`config.mk`:
```
export PLATFORM = sky130hd
export DESIGN_NAME = tcpwm_top
export DESIGN_NICKNAME = d
export VERILOG_FILES = /design/src/verilog/tcpwm_pkg.sv /design/src/verilog/tcpwm_top.sv /design/src/verilog/tcpwm_deadtime.sv
export VERILOG_INCLUDE_DIRS = /design/src /design/src/verilog
export SDC_FILE = /design/constraint.sdc
export NUM_CORES = 1
export LEC_CHECK = 0
export BUFFER_PORTS_ARGS = -buffer_cell sky130_fd_sc_hd__clkbuf_2
export CAP_MARGIN = 20
export CORE_ASPECT_RATIO = 0.5
export CORE_UTILIZATION = 50
export DETAILED_ROUTE_END_ITERATION = 10
export PLACE_DENSITY = 0.68
export SYNTH_ARGS = -nofsm -noshare
export SYNTH_HDL_FRONTEND = slang
export SYNTH_SLANG_ARGS = --single-unit
```
`constraint.sdc`:
```
create_clock -name mclk_i -period 8.7 [get_ports mclk_i]
set_clock_uncertainty 0.2 [all_clocks]
set_input_delay 0.87 -clock mclk_i [delete_from_list [all_inputs] [get_ports mclk_i]]
set_output_delay 0.87 -clock mclk_i [all_outputs]
set_load 0.01 [all_outputs]
```
`src/verilog/tcpwm_regs.svh`:
```
// Register offsets, field positions, reset values and timing counts of the PWM block.
// Assumes a 10 MHz clock and APB byte addressing with one 32-bit word per register.
// What this block does
// - Edges come from counter matching compare or temporary
// - Update interval: temporary stages, compare alone shapes
// - Compare intervals: both registers produce edges
// - First-edge matches switch negative phase off
// - Down-count closing match switches negative back on
// - Duty follows compare: 0 gives 100%, the peak gives 0%
// - Complementary mode two, channels three and four
// - All PWM outputs active low
// - Thirty microsecond dead time between complementary outputs
// - Carrier period is one millisecond
// - Three phases share identical duty settings
// - Pins high impedance while pin function changes
// - Buffer to temporary, temporary to compare timing
// - Simultaneous on and off matches are ignored
// - Start with both off, negative after dead time
// - Interrupt on general register A match
`ifndef TCPWM_REGS_SVH
`define TCPWM_REGS_SVH

`define TCPWM_CLK_HZ         10000000
`define TCPWM_CLK_PERIOD_NS  (1000000000 / `TCPWM_CLK_HZ)
`define TCPWM_CARRIER_NS     1000000
`define TCPWM_CARRIER_CYC    (`TCPWM_CARRIER_NS / `TCPWM_CLK_PERIOD_NS)
`define TCPWM_CARRIER_HALF   (`TCPWM_CARRIER_CYC / 2)
`define TCPWM_DEAD_NS        30000
`define TCPWM_DEAD_CYC       ((`TCPWM_DEAD_NS + `TCPWM_CLK_PERIOD_NS - 1) / `TCPWM_CLK_PERIOD_NS)

`define TCPWM_CNT_W          14
`define TCPWM_ADDR_W         8

`define TCPWM_OFS_CTRL       8'h00
`define TCPWM_OFS_STATUS     8'h04
`define TCPWM_OFS_MASK       8'h08
`define TCPWM_OFS_BUFFER     8'h0c
`define TCPWM_OFS_GRA        8'h10
`define TCPWM_OFS_COMPARE    8'h14
`define TCPWM_OFS_TEMP       8'h18
`define TCPWM_OFS_COUNT      8'h1c

`define TCPWM_CTRL_RUN       0
`define TCPWM_CTRL_PROTECT   1
`define TCPWM_CTRL_RESET     2'h2

`define TCPWM_ST_GRA         0
`define TCPWM_ST_TROUGH      1
`define TCPWM_ST_W           2

`define TCPWM_COUNT_DIR      14
`define TCPWM_COUNT_IVL      15

`endif

```
`src/verilog/tcpwm_pkg.sv`:
```
// Types shared by the PWM block files.
// Assumes tcpwm_regs.svh is on the include path.
`include "tcpwm_regs.svh"

package tcpwm_pkg;

    typedef enum logic [1:0]
    {
        TCPWM_IVL_UPDATE = 2'h0,
        TCPWM_IVL_FIRST  = 2'h1,
        TCPWM_IVL_SECOND = 2'h3
    } tcpwm_interval_t;

    typedef struct packed
    {
        logic protect;
        logic run;
    } tcpwm_ctrl_t;

    typedef struct packed
    {
        logic [2:0] pos;
        logic [2:0] neg;
    } tcpwm_phase_t;

endpackage

```
`src/verilog/tcpwm_top.sv`:
```
// Three-phase complementary PWM generator with dead time and an APB register port.
// Assumes an APB master on mclk_i and gate drivers that tolerate released pins.
`timescale 1ns/100ps
`default_nettype none
`include "tcpwm_regs.svh"

module tcpwm_top
    import tcpwm_pkg::*;
#(
    parameter logic [13:0] CARRIER_HALF = 14'(`TCPWM_CARRIER_HALF)
)
(
    input  wire logic        mclk_i,
    input  wire logic        reset_n_i,
    input  wire logic        psel_i,
    input  wire logic        penable_i,
    input  wire logic        pwrite_i,
    input  wire logic [7:0]  paddr_i,
    input  wire logic [31:0] pwdata_i,
    output logic      [31:0] prdata_o,
    output logic             pready_o,
    output logic             pslverr_o,
    output logic             irq_o,
    output logic      [2:0]  pwm_pos_o,
    output logic      [2:0]  pwm_neg_o,
    output logic      [2:0]  pwm_pos_oe_o,
    output logic      [2:0]  pwm_neg_oe_o
);

    localparam logic [13:0] DEAD_CYC = 14'(`TCPWM_DEAD_CYC);

    // Bus and register state
    tcpwm_ctrl_t             ctrl_reg;
    tcpwm_ctrl_t             ctrl_next;
    logic [`TCPWM_ST_W-1:0]  status_reg;
    logic [`TCPWM_ST_W-1:0]  status_next;
    logic [`TCPWM_ST_W-1:0]  mask_reg;
    logic [`TCPWM_ST_W-1:0]  mask_next;
    logic [13:0]             buffer_reg;
    logic [13:0]             buffer_next;
    logic [13:0]             gra_reg;
    logic [13:0]             gra_next;
    logic                    ready_reg;
    logic                    ready_next;
    logic                    err_reg;
    logic                    err_next;
    logic [31:0]             rdata_reg;
    logic [31:0]             rdata_next;
    logic                    irq_reg;
    logic                    irq_next;

    // Counter and compare state
    logic [13:0]             count_reg;
    logic [13:0]             count_next;
    logic                    up_reg;
    logic                    up_next;
    logic [13:0]             compare_reg;
    logic [13:0]             compare_next;
    logic [13:0]             temp_reg;
    logic [13:0]             temp_next;
    logic                    raw_reg;
    logic                    raw_next;
    tcpwm_interval_t         interval;

    // Pin state
    tcpwm_phase_t            pins_reg;
    tcpwm_phase_t            pins_next;
    logic                    oe_reg;
    logic                    oe_next;
    logic [2:0]              pos_active;
    logic [2:0]              neg_active;

    logic                    access;
    logic                    mapped;
    logic                    gra_hit;
    logic                    trough;
    logic                    on_match;
    logic                    off_match;

    assign access = psel_i && penable_i && ready_reg;
    assign trough = ctrl_reg.run && (count_reg == 14'h0000);
    assign gra_hit = ctrl_reg.run && (count_reg == gra_reg);

    always_comb
    begin
        unique case (paddr_i)
            `TCPWM_OFS_CTRL,
            `TCPWM_OFS_STATUS,
            `TCPWM_OFS_MASK,
            `TCPWM_OFS_BUFFER,
            `TCPWM_OFS_GRA,
            `TCPWM_OFS_COMPARE,
            `TCPWM_OFS_TEMP,
            `TCPWM_OFS_COUNT: mapped = 1'b1;
            default:          mapped = 1'b0;
        endcase
    end

    // One wait state so that read data and the answer come from flip-flops
    always_comb
    begin
        ctrl_next   = ctrl_reg;
        mask_next   = mask_reg;
        buffer_next = buffer_reg;
        gra_next    = gra_reg;
        ready_next  = psel_i && penable_i && !ready_reg;
        err_next    = psel_i && penable_i && !ready_reg && !mapped;
        rdata_next  = 32'h0000_0000;
        status_next = status_reg;
        if (psel_i && penable_i && !ready_reg && !pwrite_i)
        begin
            unique case (paddr_i)
                `TCPWM_OFS_CTRL:    rdata_next = {30'h0, ctrl_reg};
                `TCPWM_OFS_STATUS:  rdata_next = {30'h0, status_reg};
                `TCPWM_OFS_MASK:    rdata_next = {30'h0, mask_reg};
                `TCPWM_OFS_BUFFER:  rdata_next = {18'h0, buffer_reg};
                `TCPWM_OFS_GRA:     rdata_next = {18'h0, gra_reg};
                `TCPWM_OFS_COMPARE: rdata_next = {18'h0, compare_reg};
                `TCPWM_OFS_TEMP:    rdata_next = {18'h0, temp_reg};
                `TCPWM_OFS_COUNT:   rdata_next = {16'h0, interval == TCPWM_IVL_SECOND,
                                                  up_reg, count_reg};
                default:            rdata_next = 32'h0000_0000;
            endcase
        end
        if (access && pwrite_i && mapped)
        begin
            unique case (paddr_i)
                `TCPWM_OFS_CTRL:   ctrl_next   = pwdata_i[1:0];
                `TCPWM_OFS_MASK:   mask_next   = pwdata_i[`TCPWM_ST_W-1:0];
                `TCPWM_OFS_BUFFER: buffer_next = pwdata_i[13:0];
                `TCPWM_OFS_GRA:    gra_next    = pwdata_i[13:0];
                default:           ctrl_next   = ctrl_reg;
            endcase
        end
        // Read clears only what was reported, so an event during the wait state survives
        if (access && !pwrite_i && (paddr_i == `TCPWM_OFS_STATUS))
        begin
            status_next = status_reg & ~rdata_reg[`TCPWM_ST_W-1:0];
        end
        if (gra_hit)
        begin
            status_next[`TCPWM_ST_GRA] = 1'b1;
        end
        if (trough)
        begin
            status_next[`TCPWM_ST_TROUGH] = 1'b1;
        end
        irq_next = |(status_next & mask_reg);
    end

    always_ff @(posedge mclk_i or negedge reset_n_i)
    begin
        if (!reset_n_i)
        begin
            ctrl_reg   <= `TCPWM_CTRL_RESET;
            status_reg <= '0;
            mask_reg   <= '0;
            buffer_reg <= 14'h0000;
            gra_reg    <= CARRIER_HALF;
            ready_reg  <= 1'b0;
            err_reg    <= 1'b0;
            rdata_reg  <= 32'h0000_0000;
            irq_reg    <= 1'b0;
        end
        else
        begin
            ctrl_reg   <= ctrl_next;
            status_reg <= status_next;
            mask_reg   <= mask_next;
            buffer_reg <= buffer_next;
            gra_reg    <= gra_next;
            ready_reg  <= ready_next;
            err_reg    <= err_next;
            rdata_reg  <= rdata_next;
            irq_reg    <= irq_next;
        end
    end

    // Update interval straddles the trough, one dead time each side
    always_comb
    begin
        if (count_reg < DEAD_CYC)
        begin
            interval = TCPWM_IVL_UPDATE;
        end
        else if (up_reg)
        begin
            interval = TCPWM_IVL_FIRST;
        end
        else
        begin
            interval = TCPWM_IVL_SECOND;
        end
    end

    always_comb
    begin
        count_next   = count_reg;
        up_next      = up_reg;
        compare_next = compare_reg;
        temp_next    = temp_reg;
        raw_next     = raw_reg;
        on_match     = 1'b0;
        off_match    = 1'b0;
        if (!ctrl_reg.run)
        begin
            count_next = 14'h0000;
            up_next    = 1'b1;
            raw_next   = 1'b0;
        end
        else
        begin
            // Triangle: 0 up to the peak and back, one carrier per round trip
            count_next = up_reg ? count_reg + 14'h0001 : count_reg - 14'h0001;
            if (up_reg && (count_next == CARRIER_HALF))
            begin
                up_next = 1'b0;
            end
            else if (!up_reg && (count_next == 14'h0000))
            begin
                up_next = 1'b1;
            end
            unique case (interval)
                TCPWM_IVL_UPDATE:
                begin
                    temp_next = buffer_reg;
                    on_match  = up_reg && (count_reg == compare_reg);
                    off_match = !up_reg && (count_reg == compare_reg);
                end
                TCPWM_IVL_FIRST:
                begin
                    on_match = (count_reg == compare_reg) || (count_reg == temp_reg);
                end
                TCPWM_IVL_SECOND:
                begin
                    off_match = (count_reg == compare_reg) || (count_reg == temp_reg);
                    // Transfer point of the second complementary variant: trough side only
                    if (count_next < DEAD_CYC)
                    begin
                        compare_next = temp_reg;
                    end
                end
            endcase
            // Each carrier opens from a defined level so 0 and full scale hold exactly
            if (trough)
            begin
                on_match  = (compare_reg == 14'h0000);
                off_match = (compare_reg != 14'h0000);
            end
            if (on_match && !off_match)
            begin
                raw_next = 1'b1;
            end
            else if (off_match && !on_match)
            begin
                raw_next = 1'b0;
            end
            // Both at once: level left unchanged
            else
            begin
                raw_next = raw_reg;
            end
        end
    end

    always_ff @(posedge mclk_i or negedge reset_n_i)
    begin
        if (!reset_n_i)
        begin
            count_reg   <= 14'h0000;
            up_reg      <= 1'b1;
            compare_reg <= CARRIER_HALF;
            temp_reg    <= CARRIER_HALF;
            raw_reg     <= 1'b0;
        end
        else
        begin
            count_reg   <= count_next;
            up_reg      <= up_next;
            compare_reg <= compare_next;
            temp_reg    <= temp_next;
            raw_reg     <= raw_next;
        end
    end

    // One shared raw level keeps all phases on the same duty
    genvar ph;
    generate
        for (ph = 0; ph < 3; ph++)
        begin : g_phase
            tcpwm_deadtime u_dead
            (
                .mclk_i       (mclk_i),
                .reset_n_i    (reset_n_i),
                .enable_i     (ctrl_reg.run),
                .raw_i        (raw_reg),
                .pos_active_o (pos_active[ph]),
                .neg_active_o (neg_active[ph])
            );
        end
    endgenerate

    always_comb
    begin
        pins_next.pos = ~pos_active;
        pins_next.neg = ~neg_active;
        oe_next       = !ctrl_reg.protect;
    end

    // Protect is set from reset so pins stay released until software says otherwise
    always_ff @(posedge mclk_i or negedge reset_n_i)
    begin
        if (!reset_n_i)
        begin
            pins_reg <= '1;
            oe_reg   <= 1'b0;
        end
        else
        begin
            pins_reg <= pins_next;
            oe_reg   <= oe_next;
        end
    end

    assign prdata_o     = rdata_reg;
    assign pready_o     = ready_reg;
    assign pslverr_o    = err_reg;
    assign irq_o        = irq_reg;
    assign pwm_pos_o    = pins_reg.pos;
    assign pwm_neg_o    = pins_reg.neg;
    assign pwm_pos_oe_o = {3{oe_reg}};
    assign pwm_neg_oe_o = {3{oe_reg}};

endmodule // tcpwm_top

`default_nettype wire

```
`src/verilog/tcpwm_deadtime.sv`:
```
// Dead-time shaper for one phase: turns one raw level into two complementary actives.
// Assumes the raw level and enable come from logic on the same clock.
`timescale 1ns/100ps
`default_nettype none
`include "tcpwm_regs.svh"

module tcpwm_deadtime
    import tcpwm_pkg::*;
(
    input  wire logic mclk_i,
    input  wire logic reset_n_i,
    input  wire logic enable_i,
    input  wire logic raw_i,
    output logic      pos_active_o,
    output logic      neg_active_o
);

    localparam logic [8:0] DEAD_CYC = 9'(`TCPWM_DEAD_CYC);

    logic       last_reg;
    logic       last_next;
    logic [8:0] cnt_reg;
    logic [8:0] cnt_next;
    logic       pos_reg;
    logic       pos_next;
    logic       neg_reg;
    logic       neg_next;

    always_comb
    begin
        last_next = last_reg;
        cnt_next  = cnt_reg;
        pos_next  = pos_reg;
        neg_next  = neg_reg;
        if (!enable_i)
        begin
            // Both off while stopped, so a start always waits a full dead time
            last_next = 1'b0;
            cnt_next  = 9'h000;
            pos_next  = 1'b0;
            neg_next  = 1'b0;
        end
        else if (raw_i != last_reg)
        begin
            last_next = raw_i;
            cnt_next  = 9'h000;
            pos_next  = 1'b0;
            neg_next  = 1'b0;
        end
        else if (cnt_reg < DEAD_CYC)
        begin
            cnt_next = cnt_reg + 9'h001;
            if (cnt_next == DEAD_CYC)
            begin
                pos_next = last_reg;
                neg_next = !last_reg;
            end
        end
    end

    always_ff @(posedge mclk_i or negedge reset_n_i)
    begin
        if (!reset_n_i)
        begin
            last_reg <= 1'b0;
            cnt_reg  <= 9'h000;
            pos_reg  <= 1'b0;
            neg_reg  <= 1'b0;
        end
        else
        begin
            last_reg <= last_next;
            cnt_reg  <= cnt_next;
            pos_reg  <= pos_next;
            neg_reg  <= neg_next;
        end
    end

    assign pos_active_o = pos_reg;
    assign neg_active_o = neg_reg;

endmodule // tcpwm_deadtime

`default_nettype wire

```
## Word level (Yosys, flattened, before mapping)

Memories as Yosys holds them, arrays and structs flattened.
Index checks and enable logic that the tools add are counted.

- Add/sub/neg operators: 5
- $lt $le $gt $ge: 5
- Equal/unequal tests: 30
- Mux-type cells: 61
- Bitwise gates (word level): 5
- Reductions and logical operators: 45

Operator list:

| cell | number |
|---|---|
| one-hot mux 16 bit (8 select lines) | 1 |
| 2-to-1 mux 9 bit | 9 |
| 2-to-1 mux 1 bit | 43 |
| equality test 14 bit | 3 |
| logical NOT 14 bit | 3 |
| equality test 8 x 5 -> 1 bit (second input constant) | 4 |
| 2-to-1 mux 32 bit | 1 |
| < comparator 14 x 9 -> 1 bit (second input constant) | 2 |
| 2-to-1 mux 14 bit | 2 |
| adder 9 x 1 -> 9 bit (second input constant) | 3 |
| equality test 9 bit (second input constant) | 3 |
| < comparator 9 bit (second input constant) | 3 |
| inequality test 3 x 1 -> 1 bit (second input constant) | 8 |
| logical AND 1 bit | 17 |
| equality test 8 x 4 -> 1 bit (second input constant) | 2 |
| AND reduction 2 bit | 8 |
| adder 14 x 1 -> 14 bit (second input constant) | 1 |
| equality test 14 x 13 -> 1 bit (second input constant) | 1 |
| nonzero test 14 bit | 1 |
| subtractor 14 x 1 -> 14 bit (second input constant) | 1 |
| logical NOT 1 bit | 10 |
| equality test 8 x 3 -> 1 bit (second input constant) | 1 |
| logical NOT 8 bit | 1 |
| 2-to-1 mux 2 bit | 3 |
| other kinds (13) | 20 |

- Register bits after elaboration: 156
- Bits in read-only memories: 32
- Output and inout port bits: 47
- Logic and storage cells: 182
- Memories: 1

Memory list:

| name | depth | bits a word | read ports | clocked after memory_dff | write ports | line | source |
|---|---|---|---|---|---|---|---|
| (name not given) | 32 | 1 | 1 | 0 | 0 | tcpwm_top.sv:86 | `unique case (paddr_i)` |

## Depth between registers and ports, before layout

Gate-level depths: netlist of run 1.

- Depth in word-level cells: 11
- Depth in mapped cells: 11

## Modules after synthesis

From an unflattened synthesis of run 1, not the netlist that was laid out.

- Cells, all modules: 721
- Area, all modules: 8017.7 um2

By module, submodules not included:

| module | instances | cells each | area an instance (um2) |
|---|---|---|---|
| tcpwm_top | 1 | 499 | 5720.5 |
| tcpwm_deadtime | 3 | 74 | 765.7 |

## Worst setup path before layout of run 1

OpenSTA, ideal clock, no wires.

- Path kind: flip-flop to flip-flop
- Start: reg up_reg
- End: reg compare_reg[10]
- Arrival time: 3.143 ns
- Setup slack: 5.232 ns
- Stages on the path, launching flop included: 12
- Period minus slack after synthesis: 3.468 ns
- Cells stage by stage: dfstp_2 > inv_1 > ha_1 > buf_4 > a21oi_4 > a21oi_1 > a2111oi_4 > nor3_1 > or2_4 > nor4_4 > buf_8 > mux2_4

- Word-level cells in the longest chain between the ends: 4
- Elaborated cells between the ends (all ways): 6
- Those cells by class: order compare: 1; eq/ne: 1; mux: 3; reduce/logical: 1

Ends and longest elaborated chain:

| what | line | source |
|---|---|---|
| from (decl) | tcpwm_top.sv:55 | `logic up_reg;` |
| from (signal assigned) | tcpwm_top.sv:279 | `up_reg <= up_next;` |
| parallel branches: the longest is 3 deep, another holds < comparator 14 x 9 -> 1 bit | - |  |
| AND reduction 3 bit (no source line) * | - |  |
| to (signal assigned) | tcpwm_top.sv:280 | `compare_reg <= compare_next;` |
| to (decl) | tcpwm_top.sv:57 | `logic [13:0] compare_reg;` |

Every way passes the cells marked *.
A chain may end at the register's enable or synchronous reset.

## Worst setup path in the final report of run 1

- Start: reg up_reg
- End: reg compare_reg[0]

Same word-level chain as after synthesis.

==> results, run 1 <==
- The flow ran to the end, and the final reports show no timing, DRC or antenna violations.
- The count of nets left with antenna violations once routing finished came out at 0.
- The number of remaining DRC errors is 0.
- The tool flagged a number of max-cap violations equal to 0.
- The number of I/O port buffers is 57.
- Synthesis inferred 140 register bits.
- For this block, the via count after detailed routing is 5374.
- The most prevalent standard cell on the critical path is sky130_fd_sc_hd__nand4_1.
- Compared with the post-synthesis result, the final layout area differs by 13.3%.
- The initialized floorplan defines 31 standard-cell rows.
- For this configuration, the core starts out at a cell density of 51.5%.
- STA classifies the critical path endpoint as a register.
- The CTS buffer count is 17.
- The die area is 0.0155 mm^2.
- In this run, synthesis inferred 0 flip-flops with an integrated enable.
- The slowest stage cell on the critical path is sky130_fd_sc_hd__dfstp_2.
- Hold timing on the final database bottoms out at a slack of 0.159 ns.
- The number of H-tree branching levels is 4.
- The cell count after synthesis came out at 683.
- The cell chosen for the clock root is sky130_fd_sc_hd__clkbuf_16.
- The first-pass GRT wire length is 26400 um.
- The combined global-route utilization of all metal layers is 22.3%.
- The number of antenna cells inserted is 0.
- The worst-case IR drop observed on VDD is 0.129 mV.
- 92 I/O pins were placed.
- The relative slew slack is 32.8%.
- Summing the areas of all xor and xnor instances in the mapped netlist gives 8.54% of the synthesized area.
- The die is 88.5 um tall.
- Dividing the detail-routed wire length by the instance count gives 17.5 um.
- Walking the worst path, the cells encountered are inv_1, fa_1, a21oi_1, o2111ai_1, a2111o_1, nand4_1, nand4_1, nor4_4, buf_4, mux2_2.
- The initial antenna violation count came to 0.
- The average instance in the mapped netlist occupies 11.0 um^2.
- The pre-CTS setup slack is 4.86 ns.
- Setup slack closes at 4.86 ns.
- Of the total synthesized cell area, the portion taken by AND, OR, NAND and NOR gates is 13.5%.
- For the final routed database, the setup TNS stands at 0 ns.
- The fraction of the mapped netlist area in adder cells is 3.94%.
- The maximum root-to-sink buffer count is 2.
- For this run, the top clock speed supported by timing is 0.260 GHz.
- On the worst path, the slowest cell contributes a delay of 0.59 ns.
- The fraction of synthesis flops using an asynchronous set or reset pin is 100%.
- For the worst-skew pair, the clock arrives at the later sink with an insertion delay of 0.42 ns.
- After legalization and detailed placement, the total HPWL measured 11200 um.
- The worst endpoint required time is 8.81 ns.
- Clock-pin slew was measured on the worst setup and hold paths at 0.06 ns.
- In this run the standard cell core region covers 0.0145 mm^2.
- Setup repair after global routing left no endpoint under its margin.
- The clock net in this run drives a total of 140 sinks.
- The flip-flop cell with the highest count after synthesis is sky130_fd_sc_hd__dfrtp_1.
- The actual slew at the worst max-slew pin is 1.00 ns.
- The number of global-route vias before repair came to 5084.
- During synthesis, Yosys emitted a total of 0 warnings.
- TritonCTS built the clock tree.
- The number of pins exceeding their max-slew limit in the final report is 0.
- Entering global routing, the biggest net connects 90 pins.
- The net count of the finished layout is 797.
- Across all register-to-register paths, the minimum setup slack is 4.86 ns.
- Once the clock tree was built, the resizer swapped 0 gates to a different size.
- The fraction of the mapped netlist area in compound gates is 11.0%.
- The final RePlAce weighted congestion is 0.810.
- The data arrival time of the worst path is 3.95 ns.
- After clock tree synthesis, the setup repair step added 0 buffers.
- The mapped netlist covers 0.00749 mm^2.
- The vias per cell is 5.72.
- The count of hold-fix buffers inserted at cts is 0.
- Measured against the total synthesized area, the mux share comes to 10.7%.
- The cell family with the largest share of critical-path delay is compound AO/OA/AOI/OAI gates.
- The final critical path time including I/O delays and setup is 3.84 ns.
- The share of cells above drive strength 1 is 25.2%.
- The type of element launching the critical path is a register.
- The final layout contains routed wiring with a total length of 16500 um.
- The final hold violation count is 0.
- Of all nets on the critical path, the largest fanout is 14.
- The static leakage is 0.00395 uW.
- The final critical-path share of the clock period is 44.2%.
- The iteration-0 DRC count of the detailed router is 391.
- The class of the tightest hold or removal check is register to register.
- Together, buffers and inverters on the worst path number 2.
- The number of flip-flops under the largest register name is 27.
- The horizontal extent of the die is 175 um.
- The category of the most critical setup path is register to register.
- The fraction of the yosys area taken by sequential cells is 47.2%.
- The main combinational cell family by area after synthesis is simple AND/OR/NAND/NOR gates.
- After synthesis, the netlist uses 62 different library cells.
- Dividing total power by cell area gives a power density of 171 mW/mm^2.
- The total setup violations reported at the end of the flow is 0.
- Summed over all layers, the global routing overflow is 0.
- The iteration count of the initial detailed-routing pass is 6.
## stage by stage
stage	instances	util (%)	instance area, um^2	power [uW]
floorplan	698	-	7540	676
global placement	905	53.8	7830	693
detailed placement	907	54.0	7850	694
CTS	939	58.2	8470	1470
global route	940	58.3	8480	1500
finish	940	58.3	8480	1450
## power breakdown
group	internal, uW	switching [uW]	total, uW
Combinational	6.53	22.0	28.6
Clock	491	278	769
Sequential	653	0.514	653
## cells by family (layout without fill, tap and decap cells)
logic type	after synthesis	count (layout)
compound gates	109	109
xor+xnor	73	73
fa+ha+maj	23	23
buf+inv	72	116
flops	140	140
mux	69	69
other cells	1	16
simple gates	196	196
## cell usage after synthesis (12+ instances only)
library cell               instances  area (um^2)
sky130_fd_sc_hd__nand3_1          13         65.1
sky130_fd_sc_hd__buf_4            23          173
sky130_fd_sc_hd__a22oi_1          21          158
sky130_fd_sc_hd__clkbuf_1         23         86.3
sky130_fd_sc_hd__a21oi_1          23          115
sky130_fd_sc_hd__dfrtp_1         117         2930
sky130_fd_sc_hd__mux2_2           50          563
sky130_fd_sc_hd__nor2_1           55          206
sky130_fd_sc_hd__nor4_1           14         87.6
sky130_fd_sc_hd__nand2_1          35          131
sky130_fd_sc_hd__dfstp_2          23          604
sky130_fd_sc_hd__xor2_1           33          289
sky130_fd_sc_hd__inv_1            20         75.1
sky130_fd_sc_hd__nor3_1           13         65.1
sky130_fd_sc_hd__nand4_1          17          106
sky130_fd_sc_hd__and3_1           13         81.3
sky130_fd_sc_hd__ha_1             22          275
sky130_fd_sc_hd__a222oi_1         12          120
sky130_fd_sc_hd__xnor2_1          40          350
## path summary, 6_finish.rpt
check | from | endpoint | cells past startpoint
worst max register to register | up_reg$_DFFE_PN1P_ | compare_reg[0]$_DFFE_PN0P_ | 10
max in group asynchronous | reset_n_i | temp_reg[1]$_DFFE_PN0P_ | 2
worst min register to register | g_phase[0].u_dead.pos_active_o$_DFFE_PN0P_ | pwm_pos_o[0]$_DFF_PN1_ | 1
worst max-delay path | up_reg$_DFFE_PN1P_ | compare_reg[0]$_DFFE_PN0P_ | 10
worst min-delay path | g_phase[0].u_dead.pos_active_o$_DFFE_PN0P_ | pwm_pos_o[0]$_DFF_PN1_ | 1
min in group asynchronous | reset_n_i | g_phase[1].u_dead.pos_active_o$_DFFE_PN0P_ | 1
## routing by layer
layer / share of wire, % / vias to the layer above / track usage [%]
li1: - / 2513 / -
met1: 48 / 2682 / 30.0
met2: 46 / 164 / 36.2
met3: 5.4 / 15 / 6.06
met4: 0.95 / 0 / 6.01
met5: 0 / - / 0
## cell type report
class / instances / area (um^2)
Clock buffer: 23 / 458
Clock inverter: 9 / 164
Fill cell: 1290 / 6070
Inverter: 20 / 75.1
Multi-Input combinational cell: 486 / 3650
Sequential cell: 140 / 3530
Tap cell: 198 / 248
Timing Repair Buffer: 64 / 348
## placed cells by master, fill, tap and decap left out, types with 4 or more instances in the layout
| cell | synthesis | routed |
|---|---|---|
| sky130_fd_sc_hd__a21o_1 | 6 | 6 |
| sky130_fd_sc_hd__a21oi_1 | 23 | 23 |
| sky130_fd_sc_hd__a222oi_1 | 12 | 12 |
| sky130_fd_sc_hd__a22oi_1 | 21 | 21 |
| sky130_fd_sc_hd__a31oi_1 | 7 | 7 |
| sky130_fd_sc_hd__a41oi_1 | 4 | 4 |
| sky130_fd_sc_hd__and2_1 | 8 | 8 |
| sky130_fd_sc_hd__and3_1 | 13 | 13 |
| sky130_fd_sc_hd__buf_4 | 23 | 6 |
| sky130_fd_sc_hd__bufinv_16 | 0 | 4 |
| sky130_fd_sc_hd__clkbuf_1 | 23 | 5 |
| sky130_fd_sc_hd__clkbuf_16 | 0 | 17 |
| sky130_fd_sc_hd__clkbuf_2 | 0 | 56 |
| sky130_fd_sc_hd__conb_1 | 1 | 16 |
| sky130_fd_sc_hd__dfrtp_1 | 117 | 117 |
| sky130_fd_sc_hd__dfstp_2 | 23 | 23 |
| sky130_fd_sc_hd__ha_1 | 22 | 22 |
| sky130_fd_sc_hd__inv_1 | 20 | 20 |
| sky130_fd_sc_hd__mux2_2 | 50 | 50 |
| sky130_fd_sc_hd__mux2_4 | 10 | 10 |
| sky130_fd_sc_hd__mux2i_1 | 9 | 9 |
| sky130_fd_sc_hd__nand2_1 | 35 | 35 |
| sky130_fd_sc_hd__nand2b_1 | 6 | 6 |
| sky130_fd_sc_hd__nand3_1 | 13 | 13 |
| sky130_fd_sc_hd__nand4_1 | 17 | 17 |
| sky130_fd_sc_hd__nor2_1 | 55 | 55 |
| sky130_fd_sc_hd__nor2b_1 | 5 | 5 |
| sky130_fd_sc_hd__nor3_1 | 13 | 13 |
| sky130_fd_sc_hd__nor4_1 | 14 | 12 |
| sky130_fd_sc_hd__o21ai_0 | 10 | 10 |
| sky130_fd_sc_hd__o31ai_1 | 4 | 4 |
| sky130_fd_sc_hd__or4_1 | 4 | 4 |
| sky130_fd_sc_hd__xnor2_1 | 40 | 40 |
| sky130_fd_sc_hd__xor2_1 | 33 | 33 |
Note: power is estimated with default switching activity, not from simulation.
==> inputs of run 2 (changes only) <==
--- a/config.mk
+++ b/config.mk
@@ -11,7 +11,7 @@
 export CORE_ASPECT_RATIO = 0.5
 export CORE_UTILIZATION = 50
 export DETAILED_ROUTE_END_ITERATION = 10
-export PLACE_DENSITY = 0.68
+export PLACE_DENSITY = 0.71
 export SYNTH_ARGS = -nofsm -noshare
 export SYNTH_HDL_FRONTEND = slang
 export SYNTH_SLANG_ARGS = --single-unit
==> constraint.sdc (replaced) <==
create_clock -name mclk_i -period 3.47 [get_ports mclk_i]
set_clock_uncertainty 0.2 [all_clocks]
set_input_delay 0.347 -clock mclk_i [delete_from_list [all_inputs] [get_ports mclk_i]]
set_output_delay 0.347 -clock mclk_i [all_outputs]
set_load 0.01 [all_outputs]
==> run 2 against run 1 <==
The run now ends with setup timing left. Sequential share of layout area fell by 2.5 points. Cell count rose by 4.9%. Count of clock-buffer cells in the layout fell by 5. Routed wire length rose by 3.8%. Final area rose by 6.5%. Critical path depth rose by 2. Largest cell class unchanged. Highest routed layer unchanged.
==> results, run 2 (synthesized netlist as in run 1, its figures left out) <==
- The run finished, with violations left.
- The checks that failed: setup timing.
- The number of maximum-capacitance violations is 0 (unchanged).
- The relative slew slack was 45.2% (+12 points).
- The actual slew at the worst max-slew pin is 0.816 ns (-0.185 ns).
- TritonCTS built the clock tree.
- The data arrival time of the worst path is 3.66 ns (-0.29 ns).
- The worst hold path begins at pwdata_i[0].
- The combined global-route utilization of all metal layers is 22.7% (+0.40 points).
- The worst setup path is launched from a register.
- Setup repair after global routing could not meet its margin everywhere.
- The horizontal extent of the die is 175 um (unchanged).
- The worst endpoint required time was 3.58 ns (-5.23 ns).
- In this run the critical register-to-register path is launched from up_reg$_DFFE_PN1P_.
- The iteration count of the initial detailed-routing pass was 5 (-1).
- The via count of the routed design is 5564 (+3.5%).
- The cell sitting at the root of the clock tree is a sky130_fd_sc_hd__clkbuf_16.
- The initial core utilization is 51.5% (unchanged).
- The areal power density over the cells came to 396 mW/mm^2 (+130%).
- The number of I/O port buffers is 57 (unchanged).
- The number of global-route vias before repair is 5350 (+5.2%).
- The critical path is of the register to register type.
- The critical-path maximum fanout is 7 (-7).
- The share of cells above drive strength 1 is 30.6% (+5.4 points).
- The static leakage is 0.00414 uW (+4.9%).
- The final worst hold slack is 0.0113 ns (-0.148 ns).
- The die area came to 0.0155 mm^2 (unchanged).
- The final critical-path share of the clock period was 102% (+58 points).
- The fmax is 0.282 GHz (+8.4%).
- The number of clock sinks was 140 (unchanged).
- The total setup violations reported at the end of the flow is 14 (+14).
- The first-pass GRT wire length was 27200 um (+3.1%).
- The initial antenna violation count is 0 (unchanged).
- The final critical path time including I/O delays and setup was 3.55 ns (-0.299 ns).
- The total instance count after detailed placement is 931 (+2.6%).
- The average routed wire per standard cell came to 17.3 um (-1.1%).
- The remaining antenna violation count was 0 (unchanged).
- The remaining global-route overflow is 0 (unchanged).
- The total length of routed wires is 17100 um (+3.8%).
- The clock transition time at the flip-flop clock pins of the worst setup and hold paths is 0.06 ns (about the same).
- The final cell count without fillers was 986 (+4.9%).
- The pre-CTS setup slack was -0.00562 ns (-4.86 ns).
- The placeable core region is 0.0145 mm^2 (unchanged).
- The pin count of the biggest net entering global routing is 63 (-30%).
- The final worst slack is -0.0757 ns (-4.93 ns).
- The number of flip-flops under the largest register name is 27 (unchanged).
- The number of H-tree branching levels was 4 (unchanged).
- The commonest non-fill, non-tap cell in the layout is sky130_fd_sc_hd__dfrtp_1.
- The length in cells of the worst reg-to-reg path is 12 (+2).
- The number of pins exceeding their max-slew limit in the final report is 0 (unchanged).
- The placed wire-length estimate is 11500 um (+2.5%).
- The final hold violation count is 0 (unchanged).
- The total number of placement rows is 31 (unchanged).
- The class of the tightest hold or removal check is input port to register.
- The vertical die dimension is 88.5 um (unchanged).
- The sum of internal, switching and leakage power was 3570 uW (+150%).
- The worst setup path is captured at a register.
- The endpoint identified for the worst register-to-register timing path is compare_reg[6]$_DFFE_PN0P_.
- The final RePlAce weighted congestion is 0.850 (+5.0%).
- The peak supply drop came to 0.349 mV (+170%).
- The fraction of the core area covered by cells at the end of the flow was 62.1% (+3.8 points).
- The iteration-0 DRC count of the detailed router is 397 (+1.5%).
- The number of antenna cells inserted is 0 (unchanged).
- The library cells used most frequently in the layout, excluding fill and tap cells, are 117 x sky130_fd_sc_hd__dfrtp_1, 56 x sky130_fd_sc_hd__clkbuf_2, 55 x sky130_fd_sc_hd__nor2_1.
- The register-to-register setup slack was -0.08 ns (-4.93 ns).
- The later-pin clock latency in the skew report was 0.43 ns (about the same).
- The number of I/O pins is 92 (unchanged).
- The post-synthesis to final-layout area growth is 20.6%.
- The origin of the worst setup path is up_reg$_DFFE_PN1P_.
- The number of remaining DRC errors is 0 (unchanged).
- The critical path ends at compare_reg[6]$_DFFE_PN0P_.
- The number of filler cells placed in the layout is 1187 (-8.0%).
- The vias per cell is 5.64 (-1.3%).
- The CTS buffer count was 17 (unchanged).
- The final layout net count is 843 (+5.8%).
- The maximum root-to-sink buffer count was 2 (unchanged).
==> run 2: changes by cell type in the layout (fill, tap and decap cells not counted), sizes merged <==
cell,previous run,this run
bufinv,4,2
clkinv,3,4
clkbuf,79,75
inv,22,24
clkinvlp,0,4
buf,8,39
dlygate4sd3,0,14
==> run 2: worst min path at each step <==
stage                                                             to  slack, ns  cells after the start
final                                      buffer_reg[0]$_DFFE_PN0P_       0.01                      2
after global routing                       buffer_reg[0]$_DFFE_PN0P_      0.002                      2
after CTS                                  buffer_reg[0]$_DFFE_PN0P_     0.0006                      2
after detailed placement  g_phase[1].u_dead.pos_active_o$_DFFE_PN0P_       0.17                      1
after global placement      g_phase[1].u_dead.cnt_reg[7]$_DFFE_PN0P_       0.17                      1
after floorplan                            buffer_reg[0]$_DFFE_PN0P_      -0.15                      0
==> run 2: layer usage <==
metal / wire [um] / vias to the layer above / track usage, %
li1: - / 2601 / -
met1: 7910 / 2763 / 31.1
met5: 0 / - / 0
met4: 227 / 0 / 5.85
met2: 7920 / 181 / 36.4
met3: 1020 / 19 / 6.06
==> run 2: timing repair <==
item | in CTS | in global routing
hold buffers | 14 | 0
pin swaps | 1 | 13
gates resized for setup | 2 | 23
setup buffers | 0 | 8
gates cloned | 0 | 1
endpoints found under the setup margin | 3 | 15
endpoints found under the hold margin | 81 | 0
==> run 2: final cells by class <==
class / count / area (um^2) / share of cell area (%)
clock buffer: 18 / 439 / 4.86
clock inverter: 14 / 159 / 1.76
inverter: 20 / 78.8 / 0.873
multi-input combinational: 486 / 3790 / 42.0
sequential: 140 / 3530 / 39.1
tap: 198 / 248 / 2.74
timing repair buffer: 110 / 783 / 8.67
==> run 2: per-stage QoR <==
step	setup TNS, ns	instance area (um^2)
finish	-0.756	9030
floorplan	0	7540
global route	-2.03	9030
detailed placement	-0.0127	8040
CTS	0	8790
global placement	0	8040
==> run 2: power breakdown <==
| part | total [uW] | switching (uW) | leakage [uW] | internal, uW |
|---|---|---|---|---|
| clock network | 1850 | 758 | 0.000287 | 1090 |
| logic | 86.8 | 58.0 | 0.00200 | 28.8 |
| registers | 1640 | 1.28 | 0.00186 | 1640 |
| total | 3570 | 817 | 0.00414 | 2760 |
==> run 2: worst max-delay path, cell delays in order (launching register included) <==
cell                         delay, ns
sky130_fd_sc_hd__dfstp_2          0.55
sky130_fd_sc_hd__clkinvlp_4       0.14
sky130_fd_sc_hd__buf_12           0.17
sky130_fd_sc_hd__fa_2             0.38
sky130_fd_sc_hd__a21oi_4          0.20
sky130_fd_sc_hd__o2111ai_2        0.16
sky130_fd_sc_hd__a2111o_1         0.39
sky130_fd_sc_hd__nand4_1          0.13
sky130_fd_sc_hd__nand4_1          0.16
sky130_fd_sc_hd__nor4_4           0.28
sky130_fd_sc_hd__buf_4            0.18
sky130_fd_sc_hd__clkbuf_16        0.16
sky130_fd_sc_hd__mux2_4           0.29
==> inputs of run 3 (changes only) <==
--- a/config.mk
+++ b/config.mk
@@ -7,7 +7,6 @@
 export NUM_CORES = 1
 export LEC_CHECK = 0
 export BUFFER_PORTS_ARGS = -buffer_cell sky130_fd_sc_hd__clkbuf_2
-export CAP_MARGIN = 20
 export CORE_ASPECT_RATIO = 0.5
 export CORE_UTILIZATION = 50
 export DETAILED_ROUTE_END_ITERATION = 10
==> constraint.sdc (replaced) <==
create_clock -name mclk_i -period 3.11 [get_ports mclk_i]
set_clock_uncertainty 0.2 [all_clocks]
set_input_delay 0.311 -clock mclk_i [delete_from_list [all_inputs] [get_ports mclk_i]]
set_output_delay 0.311 -clock mclk_i [all_outputs]
set_load 0.02 [all_outputs]
==> run 3 against run 2 <==
Cell count grew 4.3%. Combinational power rose by 21%. Fmax grew 0.49%. Largest power group unchanged. Routed wire length grew 5.6%. Count of clock-buffer cells in the layout unchanged. Die area unchanged. The flow still finishes with violations (setup timing). Critical endpoint is now up_reg$_DFFE_PN1P_.
==> results, run 3 (synthesized netlist as in run 1, its figures left out) <==
- The critical-path maximum fanout came to 7 (unchanged).
- The pre-CTS setup slack is -0.304 ns (-0.298 ns).
- The cell depth of the worst min-delay path is 2 (unchanged).
- The total number of placement rows is 31 (unchanged).
- The run finished, with violations left.
- The placeable core region is 0.0145 mm^2 (unchanged).
- Leaving out fill and tap cells, the most frequent cell in the layout is sky130_fd_sc_hd__dfrtp_1.
- The slowest stage cell on the critical path is sky130_fd_sc_hd__or4_1.
- The number of filler cells placed in the layout is 1105 (-6.9%).
- The startpoint identified for the worst register-to-register timing path is up_reg$_DFFE_PN1P_.
- The number of clock sinks came to 140 (unchanged).
- The relative slew slack is 45.5% (+0.33 points).
- The length in cells of the worst reg-to-reg path was 11 (-1).
- The critical path is of the register to register type.
- The number of remaining DRC errors is 0 (unchanged).
- The cell internal power dissipation came to 3100 uW (+12%).
- The final worst slack is -0.418 ns (-0.343 ns).
- The proportion of power drawn by combinational gates is 2.6% (+0.2 points).
- The average routed wire per standard cell is 17.5 um (+1.3%).
- The fmax was 0.283 GHz (+0.49%).
- The endpoint class of the critical path is a register.
- The number of H-tree branching levels is 4 (unchanged).
- The register-to-register setup slack is -0.42 ns (-0.34 ns).
- The share of cells above drive strength 1 was 35.3% (+4.7 points).
- The number of maximum-capacitance violations is 0 (unchanged).
- The total cell area at the placement stage is 0.00831 mm^2 (+3.4%).
- In the layout the commonest cells are 117 x sky130_fd_sc_hd__dfrtp_1, 73 x sky130_fd_sc_hd__buf_4, 56 x sky130_fd_sc_hd__clkbuf_2.
- The areal power density over the cells is 425 mW/mm^2 (+7.4%).
- The horizontal extent of the die is 175 um (unchanged).
- The number of I/O pins is 92 (unchanged).
- The sum of internal, switching and leakage power came to 4030 uW (+13%).
- The worst endpoint required time was 3.25 ns (-0.33 ns).
- The startpoint of the tightest hold check path is pwdata_i[0].
- The iteration-0 DRC count of the detailed router was 484 (+22%).
- The initial antenna violation count is 0 (unchanged).
- The vertical die dimension came to 88.5 um (unchanged).
- The final critical path time including I/O delays and setup is 3.53 ns (-0.0174 ns).
- The cell area after layout is 0.00949 mm^2 (+5.0%).
- The data arrival time of the worst path was 3.67 ns (about the same).
- The fraction of the core area covered by cells at the end of the flow is 65.2% (+3.1 points).
- The maximum root-to-sink buffer count is 2 (unchanged).
- The remaining antenna violation count is 0 (unchanged).
- The placed wire-length estimate was 11900 um (+3.8%).
- Setup repair after global routing could not meet its margin everywhere.
- The clock transition time at the flip-flop clock pins of the worst setup and hold paths was 0.06 ns (about the same).
- The number of I/O port buffers is 57 (unchanged).
- The final RePlAce weighted congestion is 0.857 (+0.79%).
- The cell family with the largest share of critical-path delay is simple AND/OR/NAND/NOR gates.
- The share of total power consumed by net switching is 23.2% (+0.32 points).
- The power dissipated by switching net loads came to 935 uW (+14%).
- The total length of routed wires is 18000 um (+5.6%).
- The initial core utilization was 51.5% (unchanged).
- The critical path goes through clkinvlp_4, buf_12, fa_2, a21oi_4, o2111ai_2, buf_4, buf_4, xor2_1, or4_1, or3_2, o221ai_1.
- The number of flip-flops under the largest register name is 27 (unchanged).
- The peak supply drop is 0.351 mV (+0.60%).
- For hold timing, the worst endpoint is buffer_reg[0]$_DFFE_PN0P_.
- The area growth from synthesis to layout is 26.7%.
- The checks that failed: setup timing.
- The number of pins exceeding their max-slew limit in the final report is 0 (unchanged).
- The final hold violation count was 0 (unchanged).
- The most prevalent standard cell on the critical path is sky130_fd_sc_hd__buf_4.
- The final layout net count is 885 (+5.0%).
- The vias per cell is 5.67 (+0.47%).
- The class of the tightest hold or removal check is input port to register.
- In this run the critical register-to-register path is captured at up_reg$_DFFE_PN1P_.
- The via count of the routed design is 5828 (+4.7%).
- The TritonCTS clock tree is built.
- The number of global-route vias before repair is 5635 (+5.3%).
- The later-pin clock latency in the skew report is 0.42 ns (about the same).
- The root buffer cell chosen for the clock tree is sky130_fd_sc_hd__clkbuf_16.
- The delay of the slowest critical-path stage is 0.59 ns (+0.04 ns).
- The combined area of the multi-input logic cells came to 0.00390 mm^2 (+2.8%).
- The remaining global-route overflow was 0 (unchanged).
- The proportion of power drawn by flip-flops and latches was 45.3% (-0.5 points).
- The number of buffers and inverters on the critical path is 4 (unchanged).
- The sequential standard cell area is 0.00353 mm^2 (unchanged).
- The die area is 0.0155 mm^2 (unchanged).
- The pin count of the biggest net entering global routing is 60 (-4.8%).
- The actual slew at the worst max-slew pin is 0.811 ns (-0.00496 ns).
- The iteration count of the initial detailed-routing pass is 8 (+3).
- The static leakage is 0.00437 uW (+5.5%).
- The total setup violations reported at the end of the flow is 15 (+1).
- The type of element launching the critical path is a register.
- The combined global-route utilization of all metal layers came to 23.3% (+0.54 points).
- The CTS buffer count is 17 (unchanged).
- The first-pass GRT wire length is 28000 um (+3.0%).
- The final critical-path share of the clock period was 113% (+11 points).
- The number of antenna cells inserted is 0 (unchanged).
- The portion of total power attributed to the clock network came to 52.1% (+0.3 points).
==> run 3: changes by cell type in the layout (fill, tap and decap cells not counted), moves of 2 or more <==
cell                         previous run  this run
sky130_fd_sc_hd__ha_1                  16        13
sky130_fd_sc_hd__o21bai_2               0         2
sky130_fd_sc_hd__xnor2_1               40        38
sky130_fd_sc_hd__buf_4                 34        73
sky130_fd_sc_hd__buf_6                  2         4
sky130_fd_sc_hd__xnor2_2                0         2
sky130_fd_sc_hd__ha_4                   6         9
sky130_fd_sc_hd__inv_8                  2         4
sky130_fd_sc_hd__clkinvlp_4             4         2
sky130_fd_sc_hd__o21bai_1               2         0
==> run 3: worst register-to-register path, delay by kind of cell, from the launching register on <==
family                   cells  cell delay, ns
XOR/XNOR                     1            0.15
adder cells (fa/ha/maj)      1            0.43
buffers and inverters        4            0.58
AND/OR/NAND/NOR              2            1.06
flip-flops                   1            0.56
AO/OA/AOI/OAI                3            0.49
==> run 3: final cells by class <==
type / instances / area share (%)
well taps: 198 / 2.61
inverters: 20 / 0.831
repair buffers: 152 / 11.7
multi-input cells: 486 / 41.1
clock buffers: 18 / 4.63
clock inverters: 14 / 1.87
flip-flops and latches: 140 / 37.2
==> run 3: worst max-delay path by stage <==
| stage | slack, ns | depth (start not counted) | start | to |
|---|---|---|---|---|
| 6_report | -0.42 | 11 | up_reg$_DFFE_PN1P_ | up_reg$_DFFE_PN1P_ |
| 5_1_grt | -0.49 | 13 | up_reg$_DFFE_PN1P_ | compare_reg[13]$_DFFE_PN0P_ |
| 4_1_cts | -0.33 | 10 | up_reg$_DFFE_PN1P_ | compare_reg[0]$_DFFE_PN0P_ |
| 3_5_place_dp | -0.30 | 10 | up_reg$_DFFE_PN1P_ | compare_reg[0]$_DFFE_PN0P_ |
| 3_3_place_gp | -0.24 | 10 | up_reg$_DFFE_PN1P_ | compare_reg[2]$_DFFE_PN0P_ |
| 2_1_floorplan | -0.36 | 11 | up_reg$_DFFE_PN1P_ | compare_reg[10]$_DFFE_PN0P_ |
==> run 3: through the flow <==
stage	cells	hold slack, ns	TNS [ns]
global placement	967	0.112	-3.06
finish	1028	0.0139	-5.85
CTS	1013	0.00250	-4.11
floorplan	698	-0.185	-4.36
global route	1028	0.00885	-7.17
detailed placement	967	0.112	-3.88
==> run 3: power by group through the flow <==
stage                     combinational (uW)  sequential, uW  clock [uW]
after floorplan                         40.5            1860           0
after global placement                  92.1            1860           0
after detailed placement                93.4            1860           0
after CTS                                108            1830        2130
after global routing                     120            1830        2220
final                                    105            1830        2100
==> run 3: routing by layer <==
layer,track usage (%),vias up,share of wire [%]
met1,30.5,2920,45
met4,7.98,0,1.6
met3,4.42,31,4.8
met2,39.5,184,49
li1,-,2693,-
met5,0,-,0
==> run 3: timing repair <==
item	4_1_cts	5_1_grt
endpoints found under the hold margin	75	0
gates cloned	0	1
pin swaps	0	23
resized for setup	2	41
hold buffers	14	0
setup buffers	0	14
setup endpoints to repair	15	15
